$ cat config.mk
export PLATFORM = sky130hd
export DESIGN_NAME = pas_sequencer
export DESIGN_NICKNAME = d
export VERILOG_FILES = /design/src/hdl/pas_pkg.sv /design/src/hdl/pas_result_reg.sv /design/src/hdl/pas_sequencer.sv /design/src/hdl/pas_sync.sv
export SDC_FILE = /design/constraint.sdc
export NUM_CORES = 1
export LEC_CHECK = 0
export BUFFER_PORTS_ARGS = -buffer_cell sky130_fd_sc_hd__buf_2
export CAP_MARGIN = 20
export CORE_AREA = 3 3 147 256
export CTS_CLUSTER_DIAMETER = 50
export DETAILED_ROUTE_END_ITERATION = 16
export DIE_AREA = 0 0 150 259
export PLACE_DENSITY = 0.81
export SLEW_MARGIN = 20
export SYNTH_ARGS = -nofsm -noshare
export SYNTH_HDL_FRONTEND = slang
export SYNTH_HIERARCHICAL = 1
export SYNTH_SLANG_ARGS = --single-unit
$ cat constraint.sdc
create_clock -name clock -period 5.2 [get_ports clock]
set_input_delay 1.04 -clock clock [delete_from_list [all_inputs] [get_ports clock]]
set_output_delay 1.04 -clock clock [all_outputs]
set_load 0.005 [all_outputs]
$ cat src/hdl/pas_pkg.sv
package pas_pkg;
  localparam int CHANNELS = 16;
  localparam int CH_W = 4;
  localparam int DATA_W = 12;
  localparam int CLK_MHZ = 125;
  localparam int NAP_STEPS = 4;
  // conversion time and acquisition times, in nanoseconds
  localparam int T_CONV_NS = 1625;
  localparam int T_ACQ0_NS = 375;
  localparam int T_ACQ1_NS = 2375;
  localparam int T_ACQ2_NS = 6375;
  localparam int T_ACQ3_NS = 14375;
  localparam int T_PULSE_NS = 1000;
  // least times round up to whole cycles
  localparam int CONV_CYC = (T_CONV_NS * CLK_MHZ + 999) / 1000;
  localparam int ACQ0_CYC = (T_ACQ0_NS * CLK_MHZ + 999) / 1000;
  localparam int ACQ1_CYC = (T_ACQ1_NS * CLK_MHZ + 999) / 1000;
  localparam int ACQ2_CYC = (T_ACQ2_NS * CLK_MHZ + 999) / 1000;
  localparam int ACQ3_CYC = (T_ACQ3_NS * CLK_MHZ + 999) / 1000;
  localparam int PULSE_CYC = (T_PULSE_NS * CLK_MHZ + 999) / 1000;
  localparam int TMR_W = 12;
  // register byte offsets (APB)
  localparam logic [7:0] ADDR_CFG0 = 8'h00;
  localparam logic [7:0] ADDR_CFG1 = 8'h04;
  localparam logic [7:0] ADDR_CHSEL0 = 8'h08;
  localparam logic [7:0] ADDR_CHSEL1 = 8'h0C;
  localparam logic [7:0] ADDR_THRESH = 8'h10;
  localparam logic [7:0] ADDR_STATUS = 8'h14;
  localparam logic [7:0] ADDR_RESULT0 = 8'h40;
  // cfg0 fields
  localparam int B_MODE = 0;
  localparam int B_TRIG = 1;
  localparam int B_FLAG = 2;
  // cfg1 field: sample_rate_field
  localparam int B_RATE_LO = 0;
  // chsel0 bit 0/1: pair 0-1 / 2-3 differential; bits [15:0] of chsel1 enable
  localparam int B_DIFF01 = 0;
  localparam int B_DIFF23 = 1;
  localparam int B_SHIFT_BUSY = 0;
  localparam int B_RUNNING = 1;
  localparam logic [15:0] CHSEL_RESET = 16'h0000;
  localparam logic [31:0] CFG1_RESET = 32'h0000_0000;
  typedef enum logic [2:0] {
    PAS_IDLE  = 3'b000,
    PAS_ACQ   = 3'b001,
    PAS_CONV  = 3'b010,
    PAS_NEXT  = 3'b011,
    PAS_DONE  = 3'b100
  } pas_state_e;
endpackage

$ cat src/hdl/pas_result_reg.sv
`timescale 1ns/10ps
// one channel of the double buffer: holding stage plus host-visible stage
module pas_result_reg
  import pas_pkg::*;
(
  input  wire logic              clock,
  input  wire logic              rst,
  input  wire logic              ce,
  input  wire logic              loadHold,
  input  wire logic [DATA_W-1:0] holdIn,
  input  wire logic              publish,
  output logic [DATA_W-1:0]      result
);
  logic [DATA_W-1:0] hold_q;
  logic [DATA_W-1:0] hold_d;
  logic [DATA_W-1:0] res_d;

  // first stage catches each conversion, second stage moves on publish only
  always_comb begin
    hold_d = (ce && loadHold) ? holdIn : hold_q;
    res_d  = (ce && publish) ? hold_q : result;
  end

  always_ff @(posedge clock or posedge rst) begin
    if (rst) begin
      hold_q <= '0;
      result <= '0;
    end else begin
      hold_q <= hold_d;
      result <= res_d;
    end
  end
endmodule

$ cat src/hdl/pas_sequencer.sv
`timescale 1ns/10ps
module pas_sequencer
  import pas_pkg::*;
(
  input  wire logic                clock,
  input  wire logic                rst,
  input  wire logic                ce,
  input  wire logic                psel,
  input  wire logic                penable,
  input  wire logic                pwrite,
  input  wire logic [7:0]          paddr,
  input  wire logic [31:0]         pwdata,
  output logic [31:0]              prdata,
  output logic                     pready,
  output logic                     pslverr,
  input  wire logic                ext_convert_n,
  input  wire logic                shiftBusy,
  input  wire logic [DATA_W-1:0]   adcCode,
  output logic [CH_W-1:0]          muxChannel,
  output logic                     muxDiff,
  output logic                     sampleHold,
  output logic                     napEnable,
  output logic                     result_ready_n
);
  pas_state_e        state_q, state_d;
  logic [CH_W-1:0]   chan_q, chan_d;
  logic [TMR_W-1:0]  tmr_q, tmr_d;
  logic [TMR_W-1:0]  pulse_q, pulse_d;
  logic              mode_q, mode_d;
  logic              flag_q, flag_d;
  logic              pend_q, pend_d;
  logic [1:0]        rate_q, rate_d;
  logic [15:0]       en_q, en_d;
  logic [1:0]        diff_q, diff_d;
  logic [31:0]       prdata_d;
  logic              pready_d, pslverr_d;
  logic              readyN_d, hold_d, nap_d, mdiff_d;
  logic [CH_W-1:0]   mch_d;
  logic              cnvSync, cnvPrev_q, busySync;
  logic              wrAcc, rdAcc, extTrig, softTrig, stopCyc, modeChg, rdResult;
  logic              publish, lastCh, anyEn;
  logic [CH_W-1:0]   firstCh, nextCh;
  logic [TMR_W-1:0]  acqCyc;
  logic [CHANNELS-1:0] loadVec;
  logic [DATA_W-1:0] resArr [CHANNELS];
  logic [DATA_W-1:0] codeFmt;
  logic [CHANNELS*DATA_W-1:0] resFlat;

  pas_sync u_cnv (.clock(clock), .rst(rst), .ce(ce), .din(ext_convert_n), .dout(cnvSync));
  pas_sync #(.RST_VAL(1'b0)) u_busy (.clock(clock), .rst(rst), .ce(ce), .din(shiftBusy), .dout(busySync));

  // apb decode; one wait-free access phase
  assign wrAcc    = psel && penable && pwrite;
  assign rdAcc    = psel && penable && !pwrite;
  assign rdResult = rdAcc && (paddr >= ADDR_RESULT0);
  assign extTrig  = cnvPrev_q && !cnvSync;
  assign softTrig = wrAcc && (paddr == ADDR_CFG0) && pwdata[B_TRIG];
  assign modeChg  = wrAcc && (paddr == ADDR_CFG0) && (pwdata[B_MODE] != mode_q);
  assign stopCyc  = modeChg
                 || (wrAcc && (paddr == ADDR_CHSEL0 || paddr == ADDR_CHSEL1
                     || paddr == ADDR_THRESH));

  // scan for first enabled channel and next after the current one
  always_comb begin
    firstCh = '0;
    nextCh  = '0;
    lastCh  = 1'b1;
    anyEn   = |en_q;
    for (int i = CHANNELS - 1; i >= 0; i--) begin
      if (en_q[i]) begin
        firstCh = CH_W'(i);
      end
    end
    for (int i = CHANNELS - 1; i >= 0; i--) begin
      if (en_q[i] && CH_W'(i) > chan_q) begin
        nextCh = CH_W'(i);
        lastCh = 1'b0;
      end
    end
  end

  // acquisition time from rate code; code 0 keeps the 2 us cycle
  always_comb begin
    case (rate_q)
      2'b00:   acqCyc = TMR_W'(ACQ0_CYC);
      2'b01:   acqCyc = TMR_W'(ACQ1_CYC);
      2'b10:   acqCyc = TMR_W'(ACQ2_CYC);
      default: acqCyc = TMR_W'(ACQ3_CYC);
    endcase
  end

  // differential pairs report twos complement, others straight binary
  always_comb begin
    codeFmt = adcCode;
    if (muxDiff) begin
      codeFmt = {~adcCode[DATA_W-1], adcCode[DATA_W-2:0]};
    end
  end

  // sequencer state; the publish pending bit survives aborts on purpose
  always_comb begin
    state_d = state_q;
    chan_d  = chan_q;
    tmr_d   = tmr_q;
    pend_d  = pend_q;
    loadVec = '0;
    publish = 1'b0;
    if (pend_q && !busySync) begin
      publish = 1'b1;
      pend_d  = 1'b0;
    end
    case (state_q)
      PAS_IDLE: ;
      PAS_ACQ: begin
        if (tmr_q == '0) begin
          state_d = PAS_CONV;
          tmr_d   = TMR_W'(CONV_CYC - 1);
        end else begin
          tmr_d = tmr_q - 1'b1;
        end
      end
      PAS_CONV: begin
        if (tmr_q == '0) begin
          loadVec[chan_q] = 1'b1;
          state_d = lastCh ? PAS_DONE : PAS_NEXT;
        end else begin
          tmr_d = tmr_q - 1'b1;
        end
      end
      PAS_NEXT: begin
        chan_d  = nextCh;
        state_d = PAS_ACQ;
        tmr_d   = acqCyc - 1'b1;
      end
      PAS_DONE: begin
        pend_d  = 1'b1;
        chan_d  = firstCh;
        tmr_d   = acqCyc - 1'b1;
        state_d = mode_q ? PAS_ACQ : PAS_IDLE;
      end
      default: state_d = PAS_IDLE;
    endcase
    if (stopCyc) begin
      state_d = PAS_IDLE;
    end else if ((extTrig || softTrig) && anyEn) begin
      state_d = PAS_ACQ;
      chan_d  = firstCh;
      tmr_d   = acqCyc - 1'b1;
    end
  end

  // registers, handshake flag and ready pulse
  always_comb begin
    mode_d  = mode_q;
    rate_d  = rate_q;
    en_d    = en_q;
    diff_d  = diff_q;
    flag_d  = flag_q;
    pulse_d = (pulse_q != '0) ? pulse_q - 1'b1 : pulse_q;
    if (wrAcc && paddr == ADDR_CFG0) mode_d = pwdata[B_MODE];
    if (wrAcc && paddr == ADDR_CFG1) rate_d = pwdata[B_RATE_LO +: 2];
    if (wrAcc && paddr == ADDR_CHSEL0) diff_d = pwdata[B_DIFF23:B_DIFF01];
    if (wrAcc && paddr == ADDR_CHSEL1) en_d = pwdata[15:0];
    if (rdResult || extTrig) flag_d = 1'b0;
    if (publish && !mode_q) flag_d = 1'b1;                                   // set wins over the read or trigger clear
    if (mode_d) flag_d = 1'b0;                                               // clear as auto mode begins
    if (publish && mode_q) pulse_d = TMR_W'(PULSE_CYC);
    readyN_d = !(flag_d || pulse_d != '0);
    hold_d  = (state_d == PAS_CONV);
    nap_d   = (rate_q != 2'b00) && (state_d == PAS_IDLE || state_d == PAS_ACQ);
    mch_d   = chan_d;
    mdiff_d = (chan_d < CH_W'(NAP_STEPS)) && diff_q[chan_d[1]];
  end

  // apb read mux and answer
  always_comb begin
    prdata_d  = '0;
    pready_d  = psel && !penable;
    pslverr_d = 1'b0;
    if (psel && !penable && !pwrite) begin
      if (paddr >= ADDR_RESULT0) begin
        prdata_d = {20'h0_0000, resArr[paddr[5:2]]};
      end else begin
        case (paddr)
          ADDR_CFG0:   prdata_d = {29'h0, flag_q, 1'b0, mode_q};
          ADDR_CFG1:   prdata_d = {30'h0, rate_q};
          ADDR_CHSEL0: prdata_d = {30'h0, diff_q};
          ADDR_CHSEL1: prdata_d = {16'h0000, en_q};
          ADDR_THRESH: prdata_d = '0;
          ADDR_STATUS: prdata_d = {30'h0, state_q != PAS_IDLE, busySync};
          default:     pslverr_d = 1'b1;
        endcase
      end
    end else if (psel && !penable) begin
      pslverr_d = !(paddr <= ADDR_STATUS);
    end
  end

  always_ff @(posedge clock or posedge rst) begin
    if (rst) begin
      state_q        <= PAS_IDLE;
      chan_q         <= '0;
      tmr_q          <= '0;
      pulse_q        <= '0;
      pend_q         <= 1'b0;
      mode_q         <= 1'b0;
      flag_q         <= 1'b0;
      rate_q         <= CFG1_RESET[1:0];
      en_q           <= CHSEL_RESET;
      diff_q         <= 2'b00;
      cnvPrev_q      <= 1'b1;
      prdata         <= '0;
      pready         <= 1'b0;
      pslverr        <= 1'b0;
      result_ready_n <= 1'b1;
      sampleHold     <= 1'b0;
      napEnable      <= 1'b0;
      muxChannel     <= '0;
      muxDiff        <= 1'b0;
    end else if (ce) begin
      state_q        <= state_d;
      chan_q         <= chan_d;
      tmr_q          <= tmr_d;
      pulse_q        <= pulse_d;
      pend_q         <= pend_d;
      mode_q         <= mode_d;
      flag_q         <= flag_d;
      rate_q         <= rate_d;
      en_q           <= en_d;
      diff_q         <= diff_d;
      cnvPrev_q      <= cnvSync;
      prdata         <= prdata_d;
      pready         <= pready_d;
      pslverr        <= pslverr_d;
      result_ready_n <= readyN_d;
      sampleHold     <= hold_d;
      napEnable      <= nap_d;
      muxChannel     <= mch_d;
      muxDiff        <= mdiff_d;
    end
  end

  // one double-buffer cell per channel
  for (genvar g = 0; g < CHANNELS; g++) begin : g_res
    pas_result_reg u_res (
      .clock    (clock),
      .rst      (rst),
      .ce       (ce),
      .loadHold (loadVec[g]),
      .holdIn   (codeFmt),
      .publish  (publish),
      .result   (resArr[g])
    );
    assign resFlat[g*DATA_W +: DATA_W] = resArr[g];                          // flat copy for the hold-off check
  end

  property p_trig_restart;
    @(posedge clock) disable iff (rst)
    (ce && extTrig && !stopCyc && anyEn) |=> (state_q == PAS_ACQ && chan_q == firstCh);
  endproperty
  a_trig_restart: assert property (p_trig_restart) else $error("trigger did not restart");

  property p_stop;
    @(posedge clock) disable iff (rst)
    (ce && stopCyc) |=> (state_q == PAS_IDLE);
  endproperty
  a_stop: assert property (p_stop) else $error("cycle not stopped");

  property p_no_publish_busy;
    @(posedge clock) disable iff (rst)
    (ce && busySync) |=> $stable(resFlat);
  endproperty
  a_no_publish_busy: assert property (p_no_publish_busy) else $error("publish during shift");

  property p_auto_flag;
    @(posedge clock) disable iff (rst)
    mode_q |-> !flag_q;
  endproperty
  a_auto_flag: assert property (p_auto_flag) else $error("flag set in auto mode");

  property p_direct_flag;
    @(posedge clock) disable iff (rst)
    (ce && publish && !mode_q && !modeChg) |=> (flag_q && !result_ready_n);
  endproperty
  a_direct_flag: assert property (p_direct_flag) else $error("direct ready missing");

  property p_direct_idle;
    @(posedge clock) disable iff (rst)
    (ce && state_q == PAS_DONE && !mode_q && !stopCyc && !extTrig && !softTrig) |=> state_q == PAS_IDLE;
  endproperty
  a_direct_idle: assert property (p_direct_idle) else $error("direct mode kept running");

  property p_auto_loop;
    @(posedge clock) disable iff (rst)
    (ce && state_q == PAS_DONE && mode_q && !stopCyc) |=> state_q == PAS_ACQ;
  endproperty
  a_auto_loop: assert property (p_auto_loop) else $error("auto mode stopped");

  property p_pend_kept;
    @(posedge clock) disable iff (rst)
    (ce && pend_q && busySync) |=> pend_q;
  endproperty
  a_pend_kept: assert property (p_pend_kept) else $error("blocked publish lost");
endmodule

$ cat src/hdl/pas_sync.sv
`timescale 1ns/10ps
// two-flop synchroniser for a pin level
module pas_sync #(
  parameter logic RST_VAL = 1'b1
) (
  input  wire logic clock,
  input  wire logic rst,
  input  wire logic ce,
  input  wire logic din,
  output logic      dout
);
  logic meta_q;
  logic meta_d;
  logic dout_d;

  // reset to the pin's idle level, so that no false edge follows reset
  always_comb begin
    meta_d = ce ? din : meta_q;
    dout_d = ce ? meta_q : dout;
  end

  always_ff @(posedge clock or posedge rst) begin
    if (rst) begin
      meta_q <= RST_VAL;
      dout   <= RST_VAL;
    end else begin
      meta_q <= meta_d;
      dout   <= dout_d;
    end
  end
endmodule

==> reports/qor.yml <==
nFillCells: 2408
synthArstFlopShare: 1.00
crit_arrival_ns: 3.78
multi_input_area_um2: 10300
final_util: 0.677
synth_enable_flop_cells: 0
grt_pass1_vias: 14182
nNetsFinal: 1653
max_freq_mhz: 303
cts_root_buffer: "clkbuf_16"
initial_core_util: 0.632
gp_congestion: 0.941
insertion_delay_ns: 0.56
synthTopCellsByArea: "dfrtp_1 51%, mux2_4 21%, mux4_2 6.1%"
final-seq-area_um2: 11600
slew_headroom: 0.330
cts_htree_levels: 2
yosys.area.top_type_share: 0.508
numCtsBuffers: 40
end_kind: "flip-flop"
pwr_density_cell_nw_per_um2: 309
rsz0062_at_grt: "no"
ys_ff_latch: 465
cts_tree: "done"
leakagePower_nw: 12.5
ant_nets: 0
cts-resized-gates: 0
yosysWarnings: 6
area_growth_pct: 7.19
finalSetupViolations: 0
fin_crit_sh: 0.634
yosys_most_used_dff: "dfrtp_1"
crit_family: "simple AND/OR/NAND/NOR gates"
syn_inst: 1552
design.die.area_um2: 38900
drive_above_1_share: 0.409
clkSinkCount: 465
yosysTopAreaCell: "dfrtp_1"
rows: 92
vias: 13225
cap_violations: 0
final_common_cell: "dfrtp_1"
layout_common_cells: "461 x dfrtp_1, 320 x mux2_4, 81 x mux2_2, 67 x buf_2, 63 x nor2_1"
slowest_delay_ns: 0.64
skew_ns: 0.0223
timing_worst_setup_path_type: "in2reg"
tightest_slew_ns: 1.00
antenna_found_initial: 0
outcome: "finished, final reports clean"
ctsHoldBuffers: 0
drcViolationCount: 0
max-vdd-ir-drop_mv: 0.208
drtIter0Drc: 887
io_buffers: 69
wl_mm: 53.3
critPathBufInv: 2
top_level_ports: 102
grt_max_degree: 52
synth.distinct_cells: 90
grt_pass1_wl_mm: 84.4
cts_max_path_buffers: 3
clk_pin_slew_ns: 0.06
tns_ns: 0
diodes: 0
critPathMaxFanout: 46
firstDrtPassIters: 5
coreArea_um2: 35900
hold_class: "reg2reg"
grt_overflow: 0
vias_per_cell: 6.34
syn_avg_cell_area_um2: 14.6
die_h_um: 259
crit_path_cell_trace: "buf_2, buf_4, nor3b_1, nor4b_4, nor2_1, o41ai_1, mux2_2"
crit_slowest_cell: "o41ai_1"
track_usage: 0.280
hpwl_mm: 37.8
post-cts-setup-buffers: 0
cp-start-kind: "input port"
slew_viol_final: 0
fp.dieW_um: 150
crit_required_ns: 5.68
syn_area_um2: 22700
finalHoldViolCount: 0
post-route-min-period_ns: 3.29
post_drt_wl_per_cell_um: 25.6
seq_area_frac_synth: 0.513
[synth_stat cells, types with 4 or more instances]
library cell	number
mux2_1	10
buf_1	5
inv_1	40
nand2_1	54
ha_1	4
and2_1	6
nand3b_1	5
mux4_2	61
mux2_4	320
o22ai_1	4
a21oi_1	28
clkbuf_1	26
nor3_1	17
nor2b_1	10
o21a_1	7
nand4_1	5
dfstp_2	4
o31ai_1	5
o2111ai_1	4
nor2_1	63
buf_2	14
a31oi_1	8
o21ai_1	7
xnor2_1	5
mux2_2	81
xor2_1	4
buf_6	33
nand2b_1	16
nor4_1	10
buf_4	18
a22o_1	9
nand2_2	32
o21ai_0	41
o2bb2ai_1	15
dfrtp_1	461
a22oi_1	16
nand3_1	21
or3_1	4
[layer usage]
metal  share of wire  GRT usage  routed length, um
met2            0.53      0.499              28400
met4           0.050      0.129               2690
met1            0.37      0.339              19900
met5               0          0                  0
met3           0.042     0.0316               2260
[worst reg2reg max path: cells and delay by family, from the launching register on]
family / cells / cell delay (ns)
muxes: 1 / 0.43
adders and majority gates: 1 / 0.20
buffers and inverters: 1 / 0.09
and+or+nand+nor: 6 / 1.93
DFF: 1 / 0.47
[kinds of logic after synthesis]
group / after synthesis / share of synthesized area
mux: 473 / 0.318
flops: 465 / 0.513
simple gates: 275 / 0.0675
compound gates: 187 / 0.0582
buf+inv: 138 / 0.0377
xor+xnor: 9 / 0.00347
fa+ha+maj: 4 / 0.00221
other cells: 1 / 0.000165
[flip-flops by register name, indices dropped and copies added (netlist names), 2 cells and up]
signal              flops
g_res.u_res/result    192
en_q                   16
prdata                 16
pulse_q                12
state_q                 3
chan_q                  4
tmr_q                  12
diff_q                  2
rate_q                  2
g_res.u_res/hold_q    192
[stage by stage]
| stage | area, um^2 | power, W | cells | hold slack (ns) | setup WS (ns) |
|---|---|---|---|---|---|
| after floorplan | 22800 | 0.00443 | 1567 | 0.463 | 2.20 |
| after global placement | 23100 | 0.00461 | 2017 | 0.474 | 1.42 |
| after detailed placement | 23100 | 0.00464 | 2017 | 0.480 | 1.38 |
| after CTS | 24300 | 0.00756 | 2085 | 0.498 | 1.94 |
| after global routing | 24300 | 0.00778 | 2085 | 0.515 | 1.74 |
| final | 24300 | 0.00752 | 2085 | 0.494 | 1.91 |
[path summary, 6_finish.rpt]
| path | endpoint | slack [ns] | cells after the start | start |
|---|---|---|---|---|
| min reg2reg | napEnable | 0.49 | 2 | napEnable |
| min | napEnable | 0.49 | 2 | napEnable |
| max in group asynchronous | rate_q[0] | 3.31 | 3 | rst |
| max reg2reg | g_res[11].u_res/hold_q[7] | 2.00 | 9 | tmr_q[0] |
| max | chan_q[2] | 1.91 | 7 | paddr[3] |
| min in group asynchronous | u_busy/meta_q | 0.62 | 2 | rst |
[power by group]
| group | internal [W] | switching [W] |
|---|---|---|
| clock network | 0.00160 | 0.00134 |
| registers | 0.00370 | 0.000183 |
| logic | 0.000260 | 0.000430 |
| total | 0.00556 | 0.00196 |
[cell type report]
cell class / count / area share
Sequential cell: 465 / 0.479
Timing Repair Buffer: 77 / 0.0169
Clock inverter: 14 / 0.00576
Clock buffer: 54 / 0.0466
Inverter: 41 / 0.00638
Tap cell: 470 / 0.0242
Multi-Input combinational cell: 964 / 0.422
(Power assumes the default switching activity.)
